--- config.mk ---
export PLATFORM = sky130hd
export DESIGN_NAME = subq_readout_flat
export DESIGN_NICKNAME = d
export VERILOG_FILES = /design/src/core/subq_pkg.sv /design/src/core/subq_link_if.sv /design/src/core/subq_peak_hold.sv /design/src/core/subq_readout.sv /design/src/flat_wrapper.sv
export SDC_FILE = /design/constraint.sdc
export NUM_CORES = 1
export LEC_CHECK = 0
export BUFFER_PORTS_ARGS = -buffer_cell sky130_fd_sc_hd__buf_2
export CAP_MARGIN = 20
export CORE_MARGIN = 3
export CORE_UTILIZATION = 30
export DETAILED_ROUTE_END_ITERATION = 12
export GPL_TIMING_DRIVEN = 0
export PLACE_DENSITY = 0.49
export SETUP_SLACK_MARGIN = 0.5
export SYNTH_ARGS = -nofsm -noshare
export SYNTH_HDL_FRONTEND = slang
export SYNTH_SLANG_ARGS = --single-unit
--- constraint.sdc ---
create_clock -name MCLK -period 13.95 [get_ports MCLK]
set_input_delay 3.4875 -clock MCLK [delete_from_list [all_inputs] [get_ports MCLK]]
set_output_delay 3.4875 -clock MCLK [all_outputs]
set_load 0.005 [all_outputs]
--- src/core/subq_pkg.sv ---
// Shared constants and helpers for the subcode readout command link
package subq_pkg;
    // Command codes
    localparam logic [7:0] CMD_CLV = 8'hF1;
    localparam logic [7:0] CMD_QADDR = 8'hF2;
    localparam logic [7:0] CMD_QNEXT = 8'hF5;
    localparam logic [7:0] CMD_NOP = 8'hF8;
    // Servo parameter fields
    localparam int CLV_MODE_LSB = 0;
    localparam int CLV_MODE_W = 3;
    localparam int PKHOLD_BIT = 3;
    localparam int GAIN_BIT = 4;
    localparam int BOTTOM_BIT = 6;
    localparam int PHASE_BIT = 7;
    localparam logic [7:0] CLV_RESET = 8'h00;
    // Address parameter fields
    localparam int CLEAR_BIT = 7;
    localparam int QADDR_W = 4;
    // Readout pointer map
    localparam logic [3:0] PTR_Q_LAST = 4'h9;
    localparam logic [3:0] PTR_COUNTER = 4'hA;
    localparam logic [3:0] PTR_LPK_HI = 4'hB;
    localparam logic [3:0] PTR_LPK_LO = 4'hC;
    localparam logic [3:0] PTR_RPK_HI = 4'hD;
    localparam logic [3:0] PTR_RPK_LO = 4'hE;
    localparam logic [3:0] PTR_RESET = PTR_COUNTER;
    localparam int Q_BYTES = 10;
    localparam logic [3:0] CNT_MAX = 4'hF;
    // Controller registers and status bits
    localparam logic [1:0] HREG_CMD = 2'h0;
    localparam logic [1:0] HREG_STATUS = 2'h1;
    localparam logic [1:0] HREG_RESP = 2'h2;
    localparam int STS_BUSY = 0;
    localparam int STS_RESP_NEW = 1;
    localparam int STS_VALID = 2;
    localparam int STS_REFUSED = 3;

    // Commands that carry one parameter byte
    function automatic logic needs_param(input logic [7:0] cmd);
        needs_param = (cmd != CMD_QNEXT) && (cmd != CMD_NOP);
    endfunction : needs_param

    // Commands that are answered with one byte
    function automatic logic wants_reply(input logic [7:0] cmd);
        wants_reply = (cmd == CMD_QADDR) || (cmd == CMD_QNEXT);
    endfunction : wants_reply
endpackage : subq_pkg

--- src/core/subq_link_if.sv ---
// Byte link between the command controller and the readout logic
`timescale 1ns/1ps
interface subq_link_if (
    input logic MCLK,
    input logic RST
);
    logic cmd_stb;
    logic [7:0] cmd_data;
    logic reply_stb;
    logic [7:0] reply_data;
    logic readout_valid_flag;

    modport dev (
        input MCLK,
        input RST,
        input cmd_stb,
        input cmd_data,
        output reply_stb,
        output reply_data,
        output readout_valid_flag
    );

    modport host (
        input MCLK,
        input RST,
        output cmd_stb,
        output cmd_data,
        input reply_stb,
        input reply_data,
        input readout_valid_flag
    );
endinterface : subq_link_if

--- src/core/subq_peak_hold.sv ---
// One channel peak magnitude tracker with frame latch
`timescale 1ns/1ps
module subq_peak_hold (
    input wire logic clk,
    input wire logic rst,
    input wire logic sample_stb,
    input wire logic [15:0] sample,
    input wire logic frame_end,
    input wire logic clear,
    output logic [15:0] peak
);
    logic [15:0] running;
    logic [15:0] mag;

    // Magnitude of a signed sample; full-scale negative stays 8000
    assign mag = sample[15] ? 16'(~sample + 16'h0001) : sample;

    // Running maximum over the current subcode frame
    always_ff @(posedge clk or posedge rst) begin
        if (rst) begin
            running <= 16'h0000;
        end else if (frame_end || clear) begin
            running <= 16'h0000;
        end else if (sample_stb && mag > running) begin
            running <= mag;
        end
    end

    // Whole 16-bit word latched at once so both bytes match
    // Frame latch beats a clear in the same cycle, matching the valid flag
    always_ff @(posedge clk or posedge rst) begin
        if (rst) begin
            peak <= 16'h0000;
        end else if (frame_end) begin
            peak <= running;
        end else if (clear) begin
            peak <= 16'h0000;
        end
    end
endmodule : subq_peak_hold

--- src/core/subq_readout.sv ---
// Device end: command decode, servo parameters, subcode and peak readout
// What this block and the host controller do
// Servo parameter low bits set CLV mode
// One bit picks peak hold READ_FRAME_CLOCK/2 or /4
// One bit picks lead-in gain -12 or 0 dB
// One bit picks bottom hold /16 or /32
// One bit picks phase compare /4 or /8
// Address command: clear bit, 4-bit pointer
// Host gives only pointers 0 to E
// Pointers 0-9 subcode, A counter, B-E peaks
// Pointer advances after every read byte
// Only CRC-good frames are stored
// Counter byte: errors high, updates low
// Update count wraps, held on CRC error
// Error count saturates, clears on good frame
// Pointers B-E give peak bytes high/low
// Peak is frame maximum sample magnitude
// Host checks valid flag for peak bytes
// Next command replies current byte, advances
// Other commands reset pointer to A
// After A pointer wraps to zero
// Host uses address then next commands
// No-op command changes nothing
// Peak bytes of a channel latched together
//
// The implementer's own choice: the address-and-strobe port.
`timescale 1ns/1ps
module subq_readout (
    subq_link_if.dev LINK,
    input wire logic Q_FRAME_STB,
    input wire logic Q_CRC_OK,
    input wire logic [79:0] Q_FRAME,
    input wire logic SAMPLE_STB,
    input wire logic [15:0] LEFT_SAMPLE,
    input wire logic [15:0] RIGHT_SAMPLE,
    input wire logic SUBFRAME_END,
    output logic [2:0] CLV_MODE,
    output logic PEAK_HOLD_DIV4,
    output logic LEADIN_GAIN_0DB,
    output logic BOTTOM_HOLD_DIV32,
    output logic PHASE_DIV8
);
    import subq_pkg::*;

    typedef enum logic [1:0] {
        ST_CMD = 2'b01,
        ST_PARAM = 2'b10
    } dev_state_t;

    dev_state_t state;
    logic [7:0] cmd;
    logic [7:0] clv_param;
    logic [3:0] ptr;
    logic [7:0] qbytes [Q_BYTES];
    logic [3:0] err_count;
    logic [3:0] upd_count;
    logic [15:0] peaks [2];
    logic [15:0] samples [2];
    logic cmd_taken;
    logic param_taken;
    logic addr_param;
    logic peak_clear;
    logic reply_stb;
    logic [7:0] reply_data;
    logic valid_flag;

    // Pointer step: wraps after the counter entry and after the last peak byte
    function automatic logic [3:0] step_ptr(input logic [3:0] p);
        if (p == PTR_COUNTER || p >= PTR_RPK_LO) begin
            step_ptr = 4'h0;
        end else begin
            step_ptr = 4'(p + 4'h1);
        end
    endfunction : step_ptr

    // Byte at a pointer position
    function automatic logic [7:0] read_byte(input logic [3:0] p);
        case (p)
            PTR_COUNTER: read_byte = {err_count, upd_count};
            PTR_LPK_HI: read_byte = peaks[0][15:8];
            PTR_LPK_LO: read_byte = peaks[0][7:0];
            PTR_RPK_HI: read_byte = peaks[1][15:8];
            PTR_RPK_LO: read_byte = peaks[1][7:0];
            default: read_byte = (p <= PTR_Q_LAST) ? qbytes[p] : 8'h00;
        endcase
    endfunction : read_byte

    assign cmd_taken = (state == ST_CMD) && LINK.cmd_stb;
    assign param_taken = (state == ST_PARAM) && LINK.cmd_stb;
    assign addr_param = param_taken && (cmd == CMD_QADDR);
    assign peak_clear = addr_param && LINK.cmd_data[CLEAR_BIT];

    // Command byte then optional parameter byte
    always_ff @(posedge LINK.MCLK or posedge LINK.RST) begin
        if (LINK.RST) begin
            state <= ST_CMD;
            cmd <= CMD_NOP;
        end else begin
            case (state)
                ST_CMD: begin
                    if (LINK.cmd_stb) begin
                        cmd <= LINK.cmd_data;
                        if (needs_param(LINK.cmd_data)) begin
                            state <= ST_PARAM;
                        end
                    end
                end
                ST_PARAM: begin
                    if (LINK.cmd_stb) begin
                        state <= ST_CMD;
                    end
                end
                default: state <= ST_CMD;
            endcase
        end
    end

    // Servo parameter byte
    always_ff @(posedge LINK.MCLK or posedge LINK.RST) begin
        if (LINK.RST) begin
            clv_param <= CLV_RESET;
        end else if (param_taken && cmd == CMD_CLV) begin
            clv_param <= LINK.cmd_data;
        end
    end

    assign CLV_MODE = clv_param[CLV_MODE_LSB +: CLV_MODE_W];
    assign PEAK_HOLD_DIV4 = clv_param[PKHOLD_BIT];
    assign LEADIN_GAIN_0DB = clv_param[GAIN_BIT];
    assign BOTTOM_HOLD_DIV32 = clv_param[BOTTOM_BIT];
    assign PHASE_DIV8 = clv_param[PHASE_BIT];

    // Readout pointer; the no-op and the address command byte leave it alone
    always_ff @(posedge LINK.MCLK or posedge LINK.RST) begin
        if (LINK.RST) begin
            ptr <= PTR_RESET;
        end else if (addr_param) begin
            ptr <= step_ptr(LINK.cmd_data[QADDR_W-1:0]);
        end else if (cmd_taken && LINK.cmd_data == CMD_QNEXT) begin
            ptr <= step_ptr(ptr);
        end else if (cmd_taken && LINK.cmd_data != CMD_QADDR && LINK.cmd_data != CMD_NOP) begin
            ptr <= PTR_RESET;
        end
    end

    // One reply byte per address or next command
    always_ff @(posedge LINK.MCLK or posedge LINK.RST) begin
        if (LINK.RST) begin
            reply_stb <= 1'b0;
            reply_data <= 8'h00;
        end else if (addr_param) begin
            reply_stb <= 1'b1;
            reply_data <= read_byte(LINK.cmd_data[QADDR_W-1:0]);
        end else if (cmd_taken && LINK.cmd_data == CMD_QNEXT) begin
            reply_stb <= 1'b1;
            reply_data <= read_byte(ptr);
        end else begin
            reply_stb <= 1'b0;
            reply_data <= 8'h00;
        end
    end

    assign LINK.reply_stb = reply_stb;
    assign LINK.reply_data = reply_data;

    // Subcode store; a failed frame never reaches the readout bytes
    always_ff @(posedge LINK.MCLK or posedge LINK.RST) begin
        if (LINK.RST) begin
            for (int i = 0; i < Q_BYTES; i++) begin
                qbytes[i] <= 8'h00;
            end
        end else if (Q_FRAME_STB && Q_CRC_OK) begin
            for (int i = 0; i < Q_BYTES; i++) begin
                qbytes[i] <= Q_FRAME[79 - 8 * i -: 8];
            end
        end
    end

    // Frame and error counters
    always_ff @(posedge LINK.MCLK or posedge LINK.RST) begin
        if (LINK.RST) begin
            upd_count <= 4'h0;
            err_count <= 4'h0;
        end else if (Q_FRAME_STB) begin
            if (Q_CRC_OK) begin
                upd_count <= 4'(upd_count + 4'h1);
                err_count <= 4'h0;
            end else if (err_count != CNT_MAX) begin
                err_count <= 4'(err_count + 4'h1);
            end
        end
    end

    assign samples[0] = LEFT_SAMPLE;
    assign samples[1] = RIGHT_SAMPLE;

    // Left and right peak trackers
    generate
        for (genvar ch = 0; ch < 2; ch++) begin : g_peak
            subq_peak_hold u_peak (
                .clk(LINK.MCLK),
                .rst(LINK.RST),
                .sample_stb(SAMPLE_STB),
                .sample(samples[ch]),
                .frame_end(SUBFRAME_END),
                .clear(peak_clear),
                .peak(peaks[ch])
            );
        end
    endgenerate

    // Peak data valid: set at frame latch, dropped by a clear; set wins
    always_ff @(posedge LINK.MCLK or posedge LINK.RST) begin
        if (LINK.RST) begin
            valid_flag <= 1'b0;
        end else if (SUBFRAME_END) begin
            valid_flag <= 1'b1;
        end else if (peak_clear) begin
            valid_flag <= 1'b0;
        end
    end

    assign LINK.readout_valid_flag = valid_flag;
endmodule : subq_readout

--- src/flat_wrapper.sv ---
// flat-port wrapper written by rule: the top's interface ports become plain ports
module subq_readout_flat import subq_pkg::*;
  (Q_FRAME_STB, Q_CRC_OK, Q_FRAME, SAMPLE_STB, LEFT_SAMPLE, RIGHT_SAMPLE, SUBFRAME_END, CLV_MODE, PEAK_HOLD_DIV4, LEADIN_GAIN_0DB, BOTTOM_HOLD_DIV32, PHASE_DIV8, MCLK, RST, LINK_cmd_stb, LINK_cmd_data, LINK_reply_stb, LINK_reply_data, LINK_readout_valid_flag);
  subq_link_if LINK_i (.MCLK(MCLK), .RST(RST));
  input wire logic Q_FRAME_STB;
  input wire logic Q_CRC_OK;
  input wire logic [79:0] Q_FRAME;
  input wire logic SAMPLE_STB;
  input wire logic [15:0] LEFT_SAMPLE;
  input wire logic [15:0] RIGHT_SAMPLE;
  input wire logic SUBFRAME_END;
  output logic [2:0] CLV_MODE;
  output logic PEAK_HOLD_DIV4;
  output logic LEADIN_GAIN_0DB;
  output logic BOTTOM_HOLD_DIV32;
  output logic PHASE_DIV8;
  input wire logic MCLK;
  input wire logic RST;
  input wire logic [$bits(LINK_i.cmd_stb)-1:0] LINK_cmd_stb;
  input wire logic [$bits(LINK_i.cmd_data)-1:0] LINK_cmd_data;
  output wire logic [$bits(LINK_i.reply_stb)-1:0] LINK_reply_stb;
  output wire logic [$bits(LINK_i.reply_data)-1:0] LINK_reply_data;
  output wire logic [$bits(LINK_i.readout_valid_flag)-1:0] LINK_readout_valid_flag;
  assign LINK_i.cmd_stb = LINK_cmd_stb;
  assign LINK_i.cmd_data = LINK_cmd_data;
  assign LINK_reply_stb = LINK_i.reply_stb;
  assign LINK_reply_data = LINK_i.reply_data;
  assign LINK_readout_valid_flag = LINK_i.readout_valid_flag;
  subq_readout u_core (.LINK(LINK_i), .Q_FRAME_STB(Q_FRAME_STB), .Q_CRC_OK(Q_CRC_OK), .Q_FRAME(Q_FRAME), .SAMPLE_STB(SAMPLE_STB), .LEFT_SAMPLE(LEFT_SAMPLE), .RIGHT_SAMPLE(RIGHT_SAMPLE), .SUBFRAME_END(SUBFRAME_END), .CLV_MODE(CLV_MODE), .PEAK_HOLD_DIV4(PEAK_HOLD_DIV4), .LEADIN_GAIN_0DB(LEADIN_GAIN_0DB), .BOTTOM_HOLD_DIV32(BOTTOM_HOLD_DIV32), .PHASE_DIV8(PHASE_DIV8));
endmodule
==> reports/results.ini, run 1 <==
[yosys]
ys.flop_type=dfrtp_1
synth_area_leaders=dfrtp_1 42%, mux2_2 10%, mux4_2 6.9%
synth-compound-area-share=0.154
syn_area_per_cell_um2=11.5
yosysWarnings=0
synthAdderAreaFrac=0.0552
netlist_area_mm2=0.0104
synth_top_family_by_area=multiplexers
synthesis.nets=1078
ys_seq_area_frac=0.440
synthArstFlopShare=1.00
synth.distinct_cells=60
yosys.area.top_type=dfrtp_1
muxShareOfSynthArea=0.201
yosys.area_share.simple=0.0805
synth_xor_area_frac=0.0260
synthCells=905
synth_edf_count=0
ys_ff_latch=183
synth.top_cell.area_share=0.420

[clock_tree]
path_clk_slew_ns=0.08
cts_resized=0
hold_buffers=0
clock_sinks=183
tritoncts=done
clockBufferDepth=2
cts_root_buf=clkbuf_16
clk_latency_ns=0.44
cts_setup_buffers=0
cts_made_buffers=17
h-tree-depth=4

[detailed_routing]
drc=0
wl_per_cell_um=20.7
drtIter0Drc=618
dr.pass1.iters=6
via_per_inst=5.20
vias=7945
ant_nets=0
finalWirelength_mm=31.7

[die]
core_mm2=0.0339
design.portCount=144
die_width_um=192
fp.dieArea_mm2=0.0370
initial_core_util=0.308
die_y_um=192
rows=67

[layout]
final_common_cell=dfrtp_1
fin_cells=1528
layout_common_cells=175 x dfrtp_1, 150 x buf_2, 94 x mux2_2
nFillCells=3460
nNetsFinal=1240
drive_gt1_frac=0.303
diodes=0
syn_to_final_growth_pct=18.3
utilization=0.364

[critical_path]
worstSetupEndpointType=register
reg2reg_from=u_core.ptr[1]
setup.worst_path.start=RIGHT_SAMPLE[4]
cp-start-kind=input port
worstPathArrival_ns=7.28
crit_path_max_fanout=10
required_ns=14.30
path_class=in -> reg

[global_routing]
grt_overflow=0
grt_usage=0.176
grt_max_degree=97
grt_pass1_vias=8271
grt_pass1_wl_mm=49.4
antenna_found_initial=0

[sta]
fin_skew_ns=0.0126
finalSetupViolCount=0
fin_setup_tns_ns=0
hold_viol=0
rsz0062_at_grt=false
worstMarginPinSlew_ns=0.895
period_share=0.497
max_freq_mhz=144
slew-limit-headroom=0.403
layout_min_cycle_time_ns=6.93
slew_violations=0

[power]
power.density_mw_per_mm2=121
finalPower_mw=1.49
p_leak_nw=5.52
ir_drop_mv=0.0836

[placed_design]
gp_congestion=0.859
port_buffers=141
dp_hpwl_mm=24.3
dp.cells=1496

[job]
drv_cap=0

[min_path]
worstHoldStart=u_core.LINK.readout_valid_flag
min_path_type=reg -> reg

[outcome]
status=finished, final reports clean

-- per-layer routing --
layer | routed length, um | GRT usage | vias up
met5 | 0 | 0 | -
met4 | 489 | 0.0426 | 0
met3 | 1150 | 0.0247 | 30
met2 | 14700 | 0.275 | 186
met1 | 15300 | 0.256 | 3987
li1 | - | - | 3742
-- area by class of cell --
type,count,area [um^2],area share
repair buffers,143,738,0.0599
clock inverters,14,163,0.0132
flip-flops and latches,183,4590,0.372
multi-input cells,606,5390,0.437
well taps,448,561,0.0455
clock buffers,18,439,0.0356
plain buffers,60,235,0.0191
inverters,56,218,0.0177
-- logic make-up (layout without fill, tap and decap cells) --
logic type                 Yosys count  in the layout
adders and majority gates           46             46
and+or+nand+nor                    161            161
AOI/OAI and AO/OA                  210            210
xor gates and xnor gates            31             31
muxes                              158            158
DFF                                183            183
buffers and inverters              116            291
-- through the flow --
stage	hold slack (ns)	instance area, um^2	worst slack [ns]
finish	0.493	12300	7.02
global route	0.510	12300	6.68
CTS	0.493	12300	7.12
detailed placement	0.477	11700	6.65
global placement	0.468	11700	3.12
floorplan	0.456	10400	5.50
-- cells in the mapped netlist, drive strengths merged, types with 7 or more instances --
| cell | instances |
|---|---|
| inv | 56 |
| mux2i | 32 |
| ha | 46 |
| nand2 | 42 |
| xor2 | 14 |
| o221ai | 8 |
| nor4 | 8 |
| a22o | 36 |
| nor3 | 7 |
| mux4 | 32 |
| a21o | 18 |
| nor2 | 35 |
| dfstp | 8 |
| dfrtp | 175 |
| clkbuf | 45 |
| nor2b | 7 |
| nand2b | 12 |
| nand4 | 10 |
| a21oi | 26 |
| o211ai | 9 |
| o2bb2ai | 16 |
| a222oi | 7 |
| a22oi | 8 |
| mux2 | 94 |
| buf | 15 |
| and3 | 15 |
| a221oi | 12 |
| o21ai | 30 |
| xnor2 | 17 |
-- where the power goes --
part	internal, mW	switching, mW
registers	0.611	0.0733
clock network	0.275	0.233
logic	0.151	0.146
-- worst paths after layout --
path	slack (ns)	to	depth (start not counted)
max	7.02	u_core.g_peak[1].u_peak.running[1]	16
min	0.49	u_core.LINK.readout_valid_flag	1
max reg2reg	9.99	u_core.LINK.reply_data[4]	12
min reg2reg	0.49	u_core.LINK.readout_valid_flag	1
max in group asynchronous	9.90	u_core.g_peak[1].u_peak.running[13]	3
min in group asynchronous	3.11	u_core.qbytes[57]	2
-- worst max-delay path: stages --
cell and delay [ns]:
buf_2 0.13, nor4_1 0.43, nand2b_1 0.18, or4_1 0.54, nand2_1 0.11, xor2_1 0.21, inv_1 0.07, ha_1 0.29
nand4_1 0.20, nor3_1 0.09, nor4_1 0.34, a31oi_1 0.16, nor2b_1 0.13, clkbuf_1 0.26, clkbuf_1 0.45, o2bb2ai_1 0.18
-- flip-flops by register name, summed over array words and instances, names as in the netlist, 4 cells and up --
register / flops
u_core.g_peak.u_peak.running: 32
u_core.LINK.reply_data: 8
u_core.g_peak.u_peak.peak: 32
u_core.err_count: 4
u_core.qbytes: 80
u_core.cmd: 8
u_core.clv_param: 7
u_core.upd_count: 4
u_core.ptr: 4
Power figures use the tool's default switching activity.
==> run 2: changes to the inputs <==
ABC_AREA = 1   (was not set)
PLACE_DENSITY = 0.5   (was 0.49)
clock period = 5.7 ns   (was 13.95 ns; I/O delays follow)
==> run 2 against run 1 <==
  * Sequential power is 130% higher
  * Critical path type unchanged
  * Critical endpoint is now u_core.g_peak[1].u_peak.running[15]
  * Non-clock buffer count is 11 higher
  * Cell count is 50% higher
  * First-iteration DRC count is 9.9% higher
  * Area after synthesis is 9.7% higher
==> reports/results.ini, run 2 <==
[outcome]
status=finished, final reports clean

[yosys]
yosys.area_share.simple=0.313  ; +0.232
synth_edf_count=0  ; unchanged
ys_seq_area_frac=0.401  ; -0.0391
yosysMostFrequentCell=nand2_1
synth_commonest_cells=535 x nand2_1, 201 x inv_1, 175 x dfrtp_1
synthesis.nets=1788  ; +66%
synth_top_family_by_area=simple AND/OR/NAND/NOR gates
synth.top_cell.area_share=0.383  ; -0.0373
yosys.area.top_type=dfrtp_1
netlist_area_mm2=0.0114  ; +9.7%
ys_ff_latch=183  ; unchanged
synthCells=1615  ; +78%
synth_area_leaders=dfrtp_1 38%, nand2_1 18%, inv_1 6.6%
synth_xor_area_frac=0.0138  ; -0.0123
yosysWarnings=0  ; unchanged
synthArstFlopShare=1.00  ; unchanged
synth.distinct_cells=38  ; -37%
muxShareOfSynthArea=0  ; -0.201
synth-compound-area-share=0.122  ; -0.0319
synthAdderAreaFrac=0.0503  ; -0.00490
ys.flop_type=dfrtp_1
syn_area_per_cell_um2=7.08  ; -39%

[clock_tree]
cts_resized=0  ; unchanged
clock_sinks=183  ; unchanged
path_clk_slew_ns=0.07  ; about the same
clk_latency_ns=0.46  ; +0.02 ns
cts_setup_buffers=0  ; unchanged
h-tree-depth=4  ; unchanged
tritoncts=done
cts_root_buf=clkbuf_16
cts_made_buffers=17  ; unchanged
clockBufferDepth=2  ; unchanged
hold_buffers=0  ; unchanged

[layout]
regMostFlops=u_core.qbytes
layout_common_cells=535 x nand2_1, 200 x inv_1, 183 x buf_2
nFillCells=4067  ; +18%
multi_input_area_mm2=0.00570  ; +5.9%
fin_cells=2297  ; +50%
final_common_cell=nand2_1
largestRegisters=u_core.qbytes: 80 flops, u_core.g_peak.u_peak.peak: 32 flops, u_core.g_peak.u_peak.running: 32 flops
syn_to_final_growth_pct=17.5
drive_gt1_frac=0.152  ; -0.151
nNetsFinal=1953  ; +57%
layout.area.seq_mm2=0.00459  ; unchanged
final_cell_area_mm2=0.0134  ; +9.0%
largest_reg_flops=80  ; unchanged

[global_routing]
grt_overflow=0  ; unchanged
grt_usage=0.188  ; +0.0126
antenna_found_initial=1  ; +1
grt_pass1_vias=10900  ; +32%
grt_pass1_wl_mm=60.2  ; +22%
grt_max_degree=41  ; -58%

[sta]
hold_viol=0  ; unchanged
fin_skew_ns=0.0134  ; +0.000752 ns
slew-limit-headroom=0.443  ; +0.0401
fin_setup_tns_ns=0  ; unchanged
layout_min_cycle_time_ns=3.79
max_freq_mhz=264
period_share=0.665
rsz0062_at_grt=false
slew_violations=0  ; unchanged
whs_ns=0.481  ; -0.0119 ns
worstMarginPinSlew_ns=0.833  ; -0.0620 ns
finalSetupViolCount=0  ; unchanged

[die]
die_width_um=201  ; +4.6%
design.portCount=144  ; unchanged
fp.dieArea_mm2=0.0405  ; +9.4%
core_mm2=0.0371  ; +9.6%
rows=70  ; +4.5%
die_y_um=201  ; +4.6%
initial_core_util=0.308  ; about the same

[detailed_routing]
vias=11000  ; +39%
dr.pass1.iters=5  ; -1
drtIter0Drc=679  ; +9.9%
ant_nets=0  ; unchanged
wl_per_cell_um=16.7  ; -19%
via_per_inst=4.79  ; -7.8%
finalWirelength_mm=38.4  ; +21%
drc=0  ; unchanged

[critical_path]
cp-start-kind=input port
cp_slowest_stage_delay_ns=0.49  ; -0.05 ns
r2r_setup_slack_ns=3.01  ; -6.98 ns
r2r-end=u_core.LINK.reply_data[4]
reg2reg_from=u_core.ptr[1]
crit_path_max_fanout=10  ; unchanged
critPathTopFamily=simple AND/OR/NAND/NOR gates
critPathBufInv=3  ; -1
path_common_cell=nand2_1
cp_slowest_cell=clkbuf_1
reg2reg_depth=9  ; -3
crit_chain=buf_2 > inv_1 > ha_1 > nand2_1 > nor2_1 > nand3_1 > nand2_1 > nand2_1 > nand2_1 > nand2_1 > ha_1 > nand2_1 > nor2_1 > nand2_1 > nor2_1 > nor2_2 > clkbuf_1 > nand4_1 > nand2_1
path_class=in -> reg
required_ns=6.09  ; -8.21 ns
worstSetupEndpointType=register
worstPathArrival_ns=4.18  ; -3.10 ns

[min_path]
min_path_type=reg -> reg
worstHoldStart=u_core.LINK.readout_valid_flag
min_path_cells=2  ; +1
min_delay_worst_endpoint=u_core.LINK.readout_valid_flag

[placed_design]
port_buffers=142  ; +0.71%
dpl_cell_area_mm2=0.0129  ; +9.7%
dp_hpwl_mm=30.7  ; +26%
dp.cells=2265  ; +51%
gp_congestion=0.890  ; +3.6%

[job]
drv_cap=0  ; unchanged

[power]
ir_drop_mv=0.144  ; +72%
power.density_mw_per_mm2=263  ; +120%
finalPower_mw=3.53  ; +140%
p_leak_nw=6.80  ; +23%

## run 2: layer usage
layer	wire length [um]	track usage	vias to the layer above
met4	729	0.0518	0
met1	17600	0.250	5190
met2	18400	0.319	239
met5	0	0	-
li1	-	-	5543
met3	1640	0.0312	40
## run 2: worst register-to-register path: stages, from the launching register on
cell and delay (ns):
dfstp_2 0.57, buf_2 0.25, clkinv_1 0.40, ha_1 0.36, o31ai_1 0.44, inv_1 0.20, nand2_1 0.11, nand2_1 0.07
nand2_1 0.06, nand2_1 0.10
## run 2: power by group
| group | switching, mW | internal [mW] | total [mW] |
|---|---|---|---|
| clock network | 0.539 | 0.656 | 1.20 |
| registers | 0.0970 | 1.47 | 1.57 |
| logic | 0.504 | 0.266 | 0.770 |
## run 2: cell families after synthesis
family                   after synthesis
XOR/XNOR                              18
AND/OR/NAND/NOR                      839
buffers and inverters                284
adder cells (fa/ha/maj)               46
flip-flops                           183
AO/OA/AOI/OAI                        245
## run 2: worst max path at each step
stage	startpoint	to	slack, ns	cells past startpoint
detailed placement	RIGHT_SAMPLE[0]	u_core.g_peak[1].u_peak.running[15]	1.49	19
finish	RIGHT_SAMPLE[0]	u_core.g_peak[1].u_peak.running[15]	1.91	19
global route	RIGHT_SAMPLE[0]	u_core.g_peak[1].u_peak.running[11]	1.55	19
floorplan	RST	u_core.LINK.readout_valid_flag	1.93	1
CTS	RIGHT_SAMPLE[0]	u_core.g_peak[1].u_peak.running[15]	1.96	19
global placement	RST	u_core.clv_param[6]	0.57	2
## run 2: metrics by stage
stage / utilization / setup WS, ns
floorplan: - / 1.93
global placement: 0.344 / 0.569
detailed placement: 0.346 / 1.49
CTS: 0.362 / 1.96
global route: 0.362 / 1.55
finish: 0.362 / 1.91
## run 2: cell type report
| class | instances | area share |
|---|---|---|
| Tap cell | 504 | 0.0469 |
| Antenna cell | 1 | 0.000186 |
| Inverter | 216 | 0.0608 |
| Clock buffer | 20 | 0.0332 |
| Sequential cell | 183 | 0.341 |
| Timing Repair Buffer | 146 | 0.0588 |
| Buffer | 68 | 0.0248 |
| Multi-Input combinational cell | 1148 | 0.424 |
| Clock inverter | 11 | 0.00940 |
